==> src/include/label_access_consts.svh <==
// Constants for the partition label register access control block
`ifndef LABEL_ACCESS_CONSTS_SVH
`define LABEL_ACCESS_CONSTS_SVH
`define OP0_LABEL        2'h3
`define CRN_LABEL        4'ha
`define CRM_LABEL        4'h5
`define OP2_LABEL        3'h0
`define OP1_EL1          3'h0
`define OP1_EL2          3'h4
`define OP1_EL3          3'h6
`define EC_SYSREG        6'h18
`define DEFER_EL1_OFFSET 12'h900
`define BIT_ENABLE       63
`define BIT_TRAPLOW      62
`define BIT_SDEF         61
`define BIT_NSFORCE      60
`define BIT_TRAPEL1      48
`define ENABLE_RESET     1'h0
`define TRAPLOW_RESET    1'h1
`define TRAPEL1_RESET    1'h1
`endif

==> src/include/label_access_pkg.sv <==
// Types for the partition label register access control block
package label_access_pkg;
  typedef enum logic [1:0] {
    OUT_DONE  = 2'h0,
    OUT_UNDEF = 2'h1,
    OUT_TRAP2 = 2'h2,
    OUT_TRAP3 = 2'h3
  } outcome_t;

  typedef enum logic [1:0] {
    TGT_NONE  = 2'h0,
    TGT_EL1   = 2'h1,
    TGT_EL2   = 2'h2,
    TGT_DEFER = 2'h3
  } target_t;

  // One system instruction request from the core
  typedef struct packed {
    logic        valid;
    logic        write;
    logic [1:0]  el;
    logic [1:0]  op0;
    logic [2:0]  op1;
    logic [3:0]  crn;
    logic [3:0]  crm;
    logic [2:0]  op2;
    logic [63:0] wdata;
  } sysreq_t;

  // Hypervisor configuration levels seen by the block
  typedef struct packed {
    logic el2_enabled;
    logic el3_present;
    logic nv2;
    logic nv1;
    logic nv;
    logic e2h;
    logic secure;
    logic [1:0] cur_el;
  } ctx_t;

  // Answer for one request
  typedef struct packed {
    logic        valid;
    outcome_t    outcome;
    target_t     target;
    logic [5:0]  ec;
    logic [11:0] defer_off;
    logic [63:0] rdata;
  } sysresp_t;

  // Labels driven to the memory system
  typedef struct packed {
    logic        use_default;
    logic [1:0]  src_el;
    logic        force_pid0;
    logic        ns_bit;
  } label_t;

  typedef struct packed {
    logic [63:0] el1_q;
    logic [63:0] el2_q;
    logic [59:0] el3_low_q;
    logic        enable_q;
    logic        traplow_q;
    logic        sdef_q;
    logic        nsforce_q;
    sysresp_t    resp_q;
    label_t      label_q;
  } state_t;
endpackage

==> src/rtl/label_access_ctrl.sv <==
// Access control and EL3 configuration for partition label system registers
`timescale 1ns/10ps
`include "label_access_consts.svh"
module partition_label_reg_access_ctrl
  import label_access_pkg::*;
#(
  parameter logic FEATURE_PRESENT = 1'b1,
  parameter logic SDEF_PRESENT    = 1'b1,
  parameter logic NSF_PRESENT     = 1'b1,
  parameter logic NS_ZERO_OK      = 1'b1
) (
  input  wire logic     clk,
  input  wire logic     rst_n,
  input  wire sysreq_t  req,
  input  wire ctx_t     ctx,
  output sysresp_t      resp,
  output label_t        label_out
);

  ////////////////////////////////////////////////////////////////////////////
  // Decode helpers

  // Match the shared label register encoding with a given op1
  function automatic logic enc_hit(input sysreq_t r, input logic [2:0] op1);
    enc_hit = (r.op0 == `OP0_LABEL) && (r.crn == `CRN_LABEL) &&
              (r.crm == `CRM_LABEL) && (r.op2 == `OP2_LABEL) && (r.op1 == op1);
  endfunction

  // Compose bit 63 from the enable over the stored low field
  function automatic logic [63:0] with_top(input logic [63:0] v, input logic en);
    with_top = {en, v[62:0]};
  endfunction

  state_t s_q;
  state_t s_d;
  logic   trap3;
  logic   nsf_read;

  // The forced EL3 trap applies to accesses from levels 1 and 2; level 0 stays undefined
  assign trap3    = ctx.el3_present && s_q.traplow_q;
  assign nsf_read = NS_ZERO_OK ? s_q.nsforce_q : 1'b1;

  ////////////////////////////////////////////////////////////////////////////
  // Next state
  always_comb begin
    s_d = s_q;
    s_d.resp_q = '0;
    s_d.resp_q.ec = `EC_SYSREG;
    if (req.valid) begin
      s_d.resp_q.valid = 1'b1;
      s_d.resp_q.outcome = OUT_UNDEF;
      if (!FEATURE_PRESENT) begin
        s_d.resp_q.outcome = OUT_UNDEF;
      end else if (enc_hit(req, `OP1_EL2)) begin
        if (req.el == 2'd0) begin
          s_d.resp_q.outcome = OUT_UNDEF;
        end else if (req.el == 2'd1) begin
          if (ctx.el2_enabled && ctx.nv) begin
            s_d.resp_q.outcome = trap3 ? OUT_TRAP3 : OUT_TRAP2;
          end else begin
            s_d.resp_q.outcome = OUT_UNDEF;
          end
        end else if (req.el == 2'd2 && trap3) begin
          s_d.resp_q.outcome = OUT_TRAP3;
        end else begin
          s_d.resp_q.outcome = OUT_DONE;
          s_d.resp_q.target  = TGT_EL2;
        end
      end else if (enc_hit(req, `OP1_EL1)) begin
        if (req.el == 2'd0) begin
          s_d.resp_q.outcome = OUT_UNDEF;
        end else if (req.el == 2'd1) begin
          if (trap3) begin
            s_d.resp_q.outcome = OUT_TRAP3;
          end else if (ctx.el2_enabled && s_q.el2_q[`BIT_TRAPEL1]) begin
            s_d.resp_q.outcome = OUT_TRAP2;
          end else if (ctx.el2_enabled && ctx.nv2 && ctx.nv1 && ctx.nv) begin
            s_d.resp_q.outcome   = OUT_DONE;
            s_d.resp_q.target    = TGT_DEFER;
            s_d.resp_q.defer_off = `DEFER_EL1_OFFSET;
          end else begin
            s_d.resp_q.outcome = OUT_DONE;
            s_d.resp_q.target  = TGT_EL1;
          end
        end else if (req.el == 2'd2) begin
          if (trap3) begin
            s_d.resp_q.outcome = OUT_TRAP3;
          end else begin
            s_d.resp_q.outcome = OUT_DONE;
            s_d.resp_q.target  = ctx.e2h ? TGT_EL2 : TGT_EL1;
          end
        end else begin
          s_d.resp_q.outcome = OUT_DONE;
          s_d.resp_q.target  = TGT_EL1;
        end
      end else if (enc_hit(req, `OP1_EL3)) begin
        if (req.el == 2'd3) begin
          s_d.resp_q.outcome = OUT_DONE;
          s_d.resp_q.target  = TGT_NONE;
          if (req.write) begin
            s_d.enable_q  = req.wdata[`BIT_ENABLE];
            s_d.traplow_q = req.wdata[`BIT_TRAPLOW];
            s_d.sdef_q    = SDEF_PRESENT & req.wdata[`BIT_SDEF];
            s_d.nsforce_q = NSF_PRESENT & NS_ZERO_OK & req.wdata[`BIT_NSFORCE];
          end else begin
            s_d.resp_q.rdata = {s_q.enable_q, s_q.traplow_q,
                                SDEF_PRESENT & s_q.sdef_q,
                                NSF_PRESENT & nsf_read, 60'h0};
          end
        end
      end
      // Completed EL1 and EL2 targets read or write the live storage directly
      if (s_d.resp_q.outcome == OUT_DONE && s_d.resp_q.target == TGT_EL2) begin
        if (req.write) begin
          s_d.el2_q    = {1'b0, 4'h0, req.wdata[58:0]};
          if (!ctx.el3_present) begin
            s_d.enable_q = req.wdata[`BIT_ENABLE];
          end
        end else begin
          s_d.resp_q.rdata = with_top(s_q.el2_q, s_q.enable_q);
        end
      end else if (s_d.resp_q.outcome == OUT_DONE && s_d.resp_q.target == TGT_EL1) begin
        if (req.write) begin
          s_d.el1_q = {1'b0, req.wdata[62:0]};
        end else begin
          s_d.resp_q.rdata = with_top(s_q.el1_q, s_q.enable_q);
        end
      end
    end
    // Label source follows the current level and global enable
    s_d.label_q.use_default = !s_q.enable_q;
    s_d.label_q.src_el      = ctx.cur_el;
    s_d.label_q.force_pid0  = SDEF_PRESENT && ctx.secure && s_q.sdef_q;
    s_d.label_q.ns_bit      = ctx.secure ? (NSF_PRESENT && nsf_read) : 1'b1;
  end

  ////////////////////////////////////////////////////////////////////////////
  // State register
  always_ff @(posedge clk) begin
    if (!rst_n) begin
      s_q           <= '0;
      s_q.enable_q  <= `ENABLE_RESET;
      s_q.traplow_q <= `TRAPLOW_RESET;
      s_q.el2_q[`BIT_TRAPEL1] <= `TRAPEL1_RESET;
      s_q.label_q.use_default <= 1'b1;
      s_q.label_q.ns_bit <= 1'b1;
    end else begin
      s_q <= s_d;
    end
  end

  assign resp      = s_q.resp_q;
  assign label_out = s_q.label_q;

endmodule // partition_label_reg_access_ctrl

==> config.mk <==
export PLATFORM = sky130hd
export DESIGN_NAME = partition_label_reg_access_ctrl
export DESIGN_NICKNAME = d
export VERILOG_FILES = /design/src/include/label_access_pkg.sv /design/src/rtl/label_access_ctrl.sv
export VERILOG_INCLUDE_DIRS = /design/src /design/src/include
export SDC_FILE = /design/constraint.sdc
export NUM_CORES = 1
export LEC_CHECK = 0
export BUFFER_PORTS_ARGS = -buffer_cell sky130_fd_sc_hd__buf_2
export CORE_UTILIZATION = 40
export CTS_BUF_LIST = sky130_fd_sc_hd__clkbuf_8
export DETAILED_ROUTE_END_ITERATION = 10
export PLACE_DENSITY = 0.63
export SLEW_MARGIN = 20
export SYNTH_ARGS = -nofsm -noshare
export SYNTH_HDL_FRONTEND = slang
export SYNTH_SLANG_ARGS = --single-unit
==> constraint.sdc <==
create_clock -name clk -period 3.9 [get_ports clk]
set_input_delay 0.195 -clock clk [delete_from_list [all_inputs] [get_ports clk]]
set_output_delay 0.195 -clock clk [all_outputs]
set_load 0.02 [all_outputs]
==> results.rst <==
.. list-table::
   :header-rows: 1

   * - Metric
     - Value
   * - Outcome
     - finished, final reports clean
   * - Post-route DRC
     - 0
   * - Largest net degree at the start of global routing
     - 124
   * - Num ports
     - 187
   * - Number of DRC markers after the initial detailed-route iteration
     - 412
   * - Max-cap viol count
     - 0
   * - Layout cell share with drive strength beyond 1
     - 22.0%
   * - Number of antenna violations at the first check in global routing
     - 0
   * - TritonCTS buffer count
     - 36
   * - Final Net Count
     - 1168
   * - Routed wire per std cell
     - 14.7 um
   * - Synthesized flop and latch total
     - 202
   * - Post-cts resize count
     - 0
   * - HPWL after detailed placement
     - 11600 um
   * - Setup violation total in the final timing report
     - 0
   * - Depth of the CTS H-tree
     - 2
   * - Sequential Power Share
     - 49.5%
   * - Nature of the critical path startpoint
     - flip-flop
   * - Post-Route WL
     - 20000 um
   * - Number of fill cells
     - 1899
   * - FF+latch area
     - 0.00404 mm2
   * - Clock Latency Late Sink
     - 0.51 ns
   * - FFs w/ async S/R, synth
     - 0%
   * - Number of hold violations in the final report
     - 0
   * - Fraction of the core area covered by cells at the end of the flow
     - 50.3%
   * - Arrival time of data at the critical path endpoint
     - 3.09 ns
   * - Highest Clock Rate
     - 0.374 GHz
   * - Worst hold path class
     - input pin to flip-flop
   * - Power density over cell area
     - 423 mW/mm2
   * - Number of warnings printed during yosys synthesis
     - 0
   * - P&R area growth vs syn
     - 22.4%
   * - Largest clock skew in the final design
     - 0.0217 ns
   * - Maximum clock path buffer count
     - 3
   * - Total die area
     - 0.0208 mm2
   * - IR drop worst, VDD
     - 246 uV
   * - Setup repair after global routing missed its margin
     - false
   * - Average cell area after synthesis
     - 8.74 um2
   * - Initial Util
     - 41.1%
   * - Total GRT Usage
     - 19.4%
   * - Post-CTS Hold Buffers
     - 68
   * - Buffer cell driving the clock tree root
     - sky130_fd_sc_hd__clkbuf_8
   * - Summed instance area of the synthesized netlist
     - 0.00808 mm2
   * - Gate Count Post-Synth
     - 925
   * - Biggest area contributors in the synthesized netlist
     - sky130_fd_sc_hd__dfxtp_1 (50%), sky130_fd_sc_hd__nand2_1 (12%), sky130_fd_sc_hd__buf_4 (8.7%)
   * - Biggest area consumer among synthesized cells
     - sky130_fd_sc_hd__dfxtp_1
   * - Portion of the post-synthesis area used by sequential elements
     - 50.0%
   * - Final RePlAce weighted congestion
     - 0.821
   * - Most frequent cell after synthesis
     - sky130_fd_sc_hd__nand2_1
   * - Ratio of routed vias to standard cells
     - 4.78
   * - TritonCTS clock tree
     - built
   * - Num rows
     - 51
   * - Class of the most critical setup path
     - flip-flop to flip-flop
   * - Count of flip-flops with a built-in enable after synthesis
     - 0
   * - Count of unique library cells instantiated by Yosys
     - 46
   * - Antenna cell count
     - 0
   * - Leakage power
     - 3.83 nW
   * - Setup Total Neg Slack
     - 0 ns
   * - Total number of clock tree sinks
     - 202
   * - Slew at the pin closest to its max-slew limit
     - 1.07 ns
   * - Critical Path End Type
     - flip-flop
   * - First-pass GRT wire length
     - 31800 um
   * - Critical path required time
     - 4.32 ns
   * - Height of the chip
     - 144 um
   * - Number of antenna-violating nets in the routed design
     - 0
   * - Post-Route Hold Slack
     - 0.0746 ns
   * - Int Pwr
     - 3.25 mW
   * - Sw Ratio
     - 22.2%
   * - Length of the first detailed-routing pass in iterations
     - 4
   * - Comb pwr share
     - 5.0%
   * - Number of global-route vias before repair
     - 6475
   * - Top FF cell, synth
     - sky130_fd_sc_hd__dfxtp_1
   * - Fraction of post-synthesis cell area in the top cell type by area
     - 50.0%
   * - Share of power burned in the clock network
     - 45.5%
   * - Fin crit period
     - 2.67 ns
   * - Net Switching
     - 926 uW
   * - Horizontal die dimension
     - 144 um
   * - Total congestion overflow
     - 0
   * - Area taken by multi-input logic gates
     - 0.00318 mm2
   * - Placeable Area
     - 0.0197 mm2
   * - Final critical-path share of the clock period
     - 68.5%
   * - Worst-path clk slew
     - 0.06 ns
   * - Post-CTS setup buffer count
     - 0
   * - Total via count after detailed routing
     - 6495
   * - Critical-path maximum fanout
     - 33
   * - Number of max-slew violations in the final report
     - 0
   * - Leading post-synthesis cells by instance count
     - sky130_fd_sc_hd__nand2_1 (254), sky130_fd_sc_hd__dfxtp_1 (202), sky130_fd_sc_hd__buf_4 (94)
   * - Max_slew headroom
     - 28.4%
   * - Quantity of I/O buffers inserted on ports
     - 172
==> cell families (layout without fill, tap and decap cells) <==
family          after synthesis  in the layout  share of synthesized area, %
buf+inv                     153            308                          11.8
flops                       202            202                          50.0
simple gates                360            360                          18.4
compound gates              206            206                          19.4
mux                           3              3                         0.372
other cells                   1             14                        0.0464
==> sequential cells by signal, summed over array words and instances (netlist names) <==
register   cells
s_q          125
label_out      5
resp          71
nsf_read       1
==> cell type report <==
class                           instances  share of cell area, %
Clock buffer                           44                   6.12
Clock inverter                         14                  0.886
Inverter                                1                 0.0380
Multi-Input combinational cell        583                   32.2
Sequential cell                       202                   40.9
Tap cell                              265                   3.35
Timing Repair Buffer                  249                   16.5
==> power groups by stage <==
stage / Sequential, mW / Clock [mW] / Combinational, mW
2_1_floorplan: 2.11 / 0 / 0.0866
5_1_grt: 2.07 / 2.06 / 0.227
6_report: 2.07 / 1.90 / 0.210
3_3_place_gp: 2.11 / 0 / 0.157
4_1_cts: 2.07 / 1.95 / 0.210
3_5_place_dp: 2.11 / 0 / 0.156
==> worst paths after layout <==
check	start	endpoint	slack, ns	cells after the start
max	s_q[94]	s_q[274]	1.23	7
max reg2reg	s_q[94]	s_q[274]	1.23	7
min	req[63]	s_q[95]	0.07	3
min reg2reg	s_q[95]	label_out[4]	0.42	1
==> cells in the final DEF (no fill, tap or decap), drive strengths merged, types with 2 or more instances in the layout <==
| master | count |
|---|---|
| o21ai | 3 |
| nand3b | 3 |
| dfxtp | 202 |
| and3 | 3 |
| nand4 | 3 |
| inv | 13 |
| nand3 | 3 |
| mux2i | 3 |
| and4 | 2 |
| nor3 | 8 |
| nand2b | 3 |
| nor2 | 69 |
| buf | 181 |
| conb | 14 |
| and2 | 2 |
| a21oi | 5 |
| a21boi | 122 |
| nand2 | 254 |
| a22oi | 63 |
| nor2b | 2 |
| clkbuf | 44 |
| nand4b | 2 |
| and4b | 2 |
| dlygate4sd3 | 68 |
==> worst max-delay path: stages (launching register included) <==
cell	delay (ns)
sky130_fd_sc_hd__dfxtp_1	0.36
sky130_fd_sc_hd__a22oi_1	0.29
sky130_fd_sc_hd__nand3b_1	0.27
sky130_fd_sc_hd__nand2_1	0.26
sky130_fd_sc_hd__or3_2	0.64
sky130_fd_sc_hd__buf_4	0.49
sky130_fd_sc_hd__nand2_1	0.09
sky130_fd_sc_hd__a21boi_0	0.18
==> per-layer routing <==
layer	part of all wire (%)	vias up	track usage, %
li1	-	3261	-
met1	44	3043	24.1
met2	49	164	33.3
met3	4.6	27	3.48
met4	1.9	0	7.20
met5	0	-	0
==> per-stage QoR <==
step / setup slack, ns / power (mW) / instances / area (um2)
6_report: 1.23 / 4.18 / 1358 / 9890
3_5_place_dp: 1.16 / 2.27 / 1232 / 8520
2_1_floorplan: 1.95 / 2.20 / 938 / 8130
3_3_place_gp: 1.17 / 2.27 / 1232 / 8520
4_1_cts: 1.20 / 4.23 / 1358 / 9890
5_1_grt: 0.897 / 4.35 / 1358 / 9890
No activity file was read; power rests on OpenSTA's default activity.
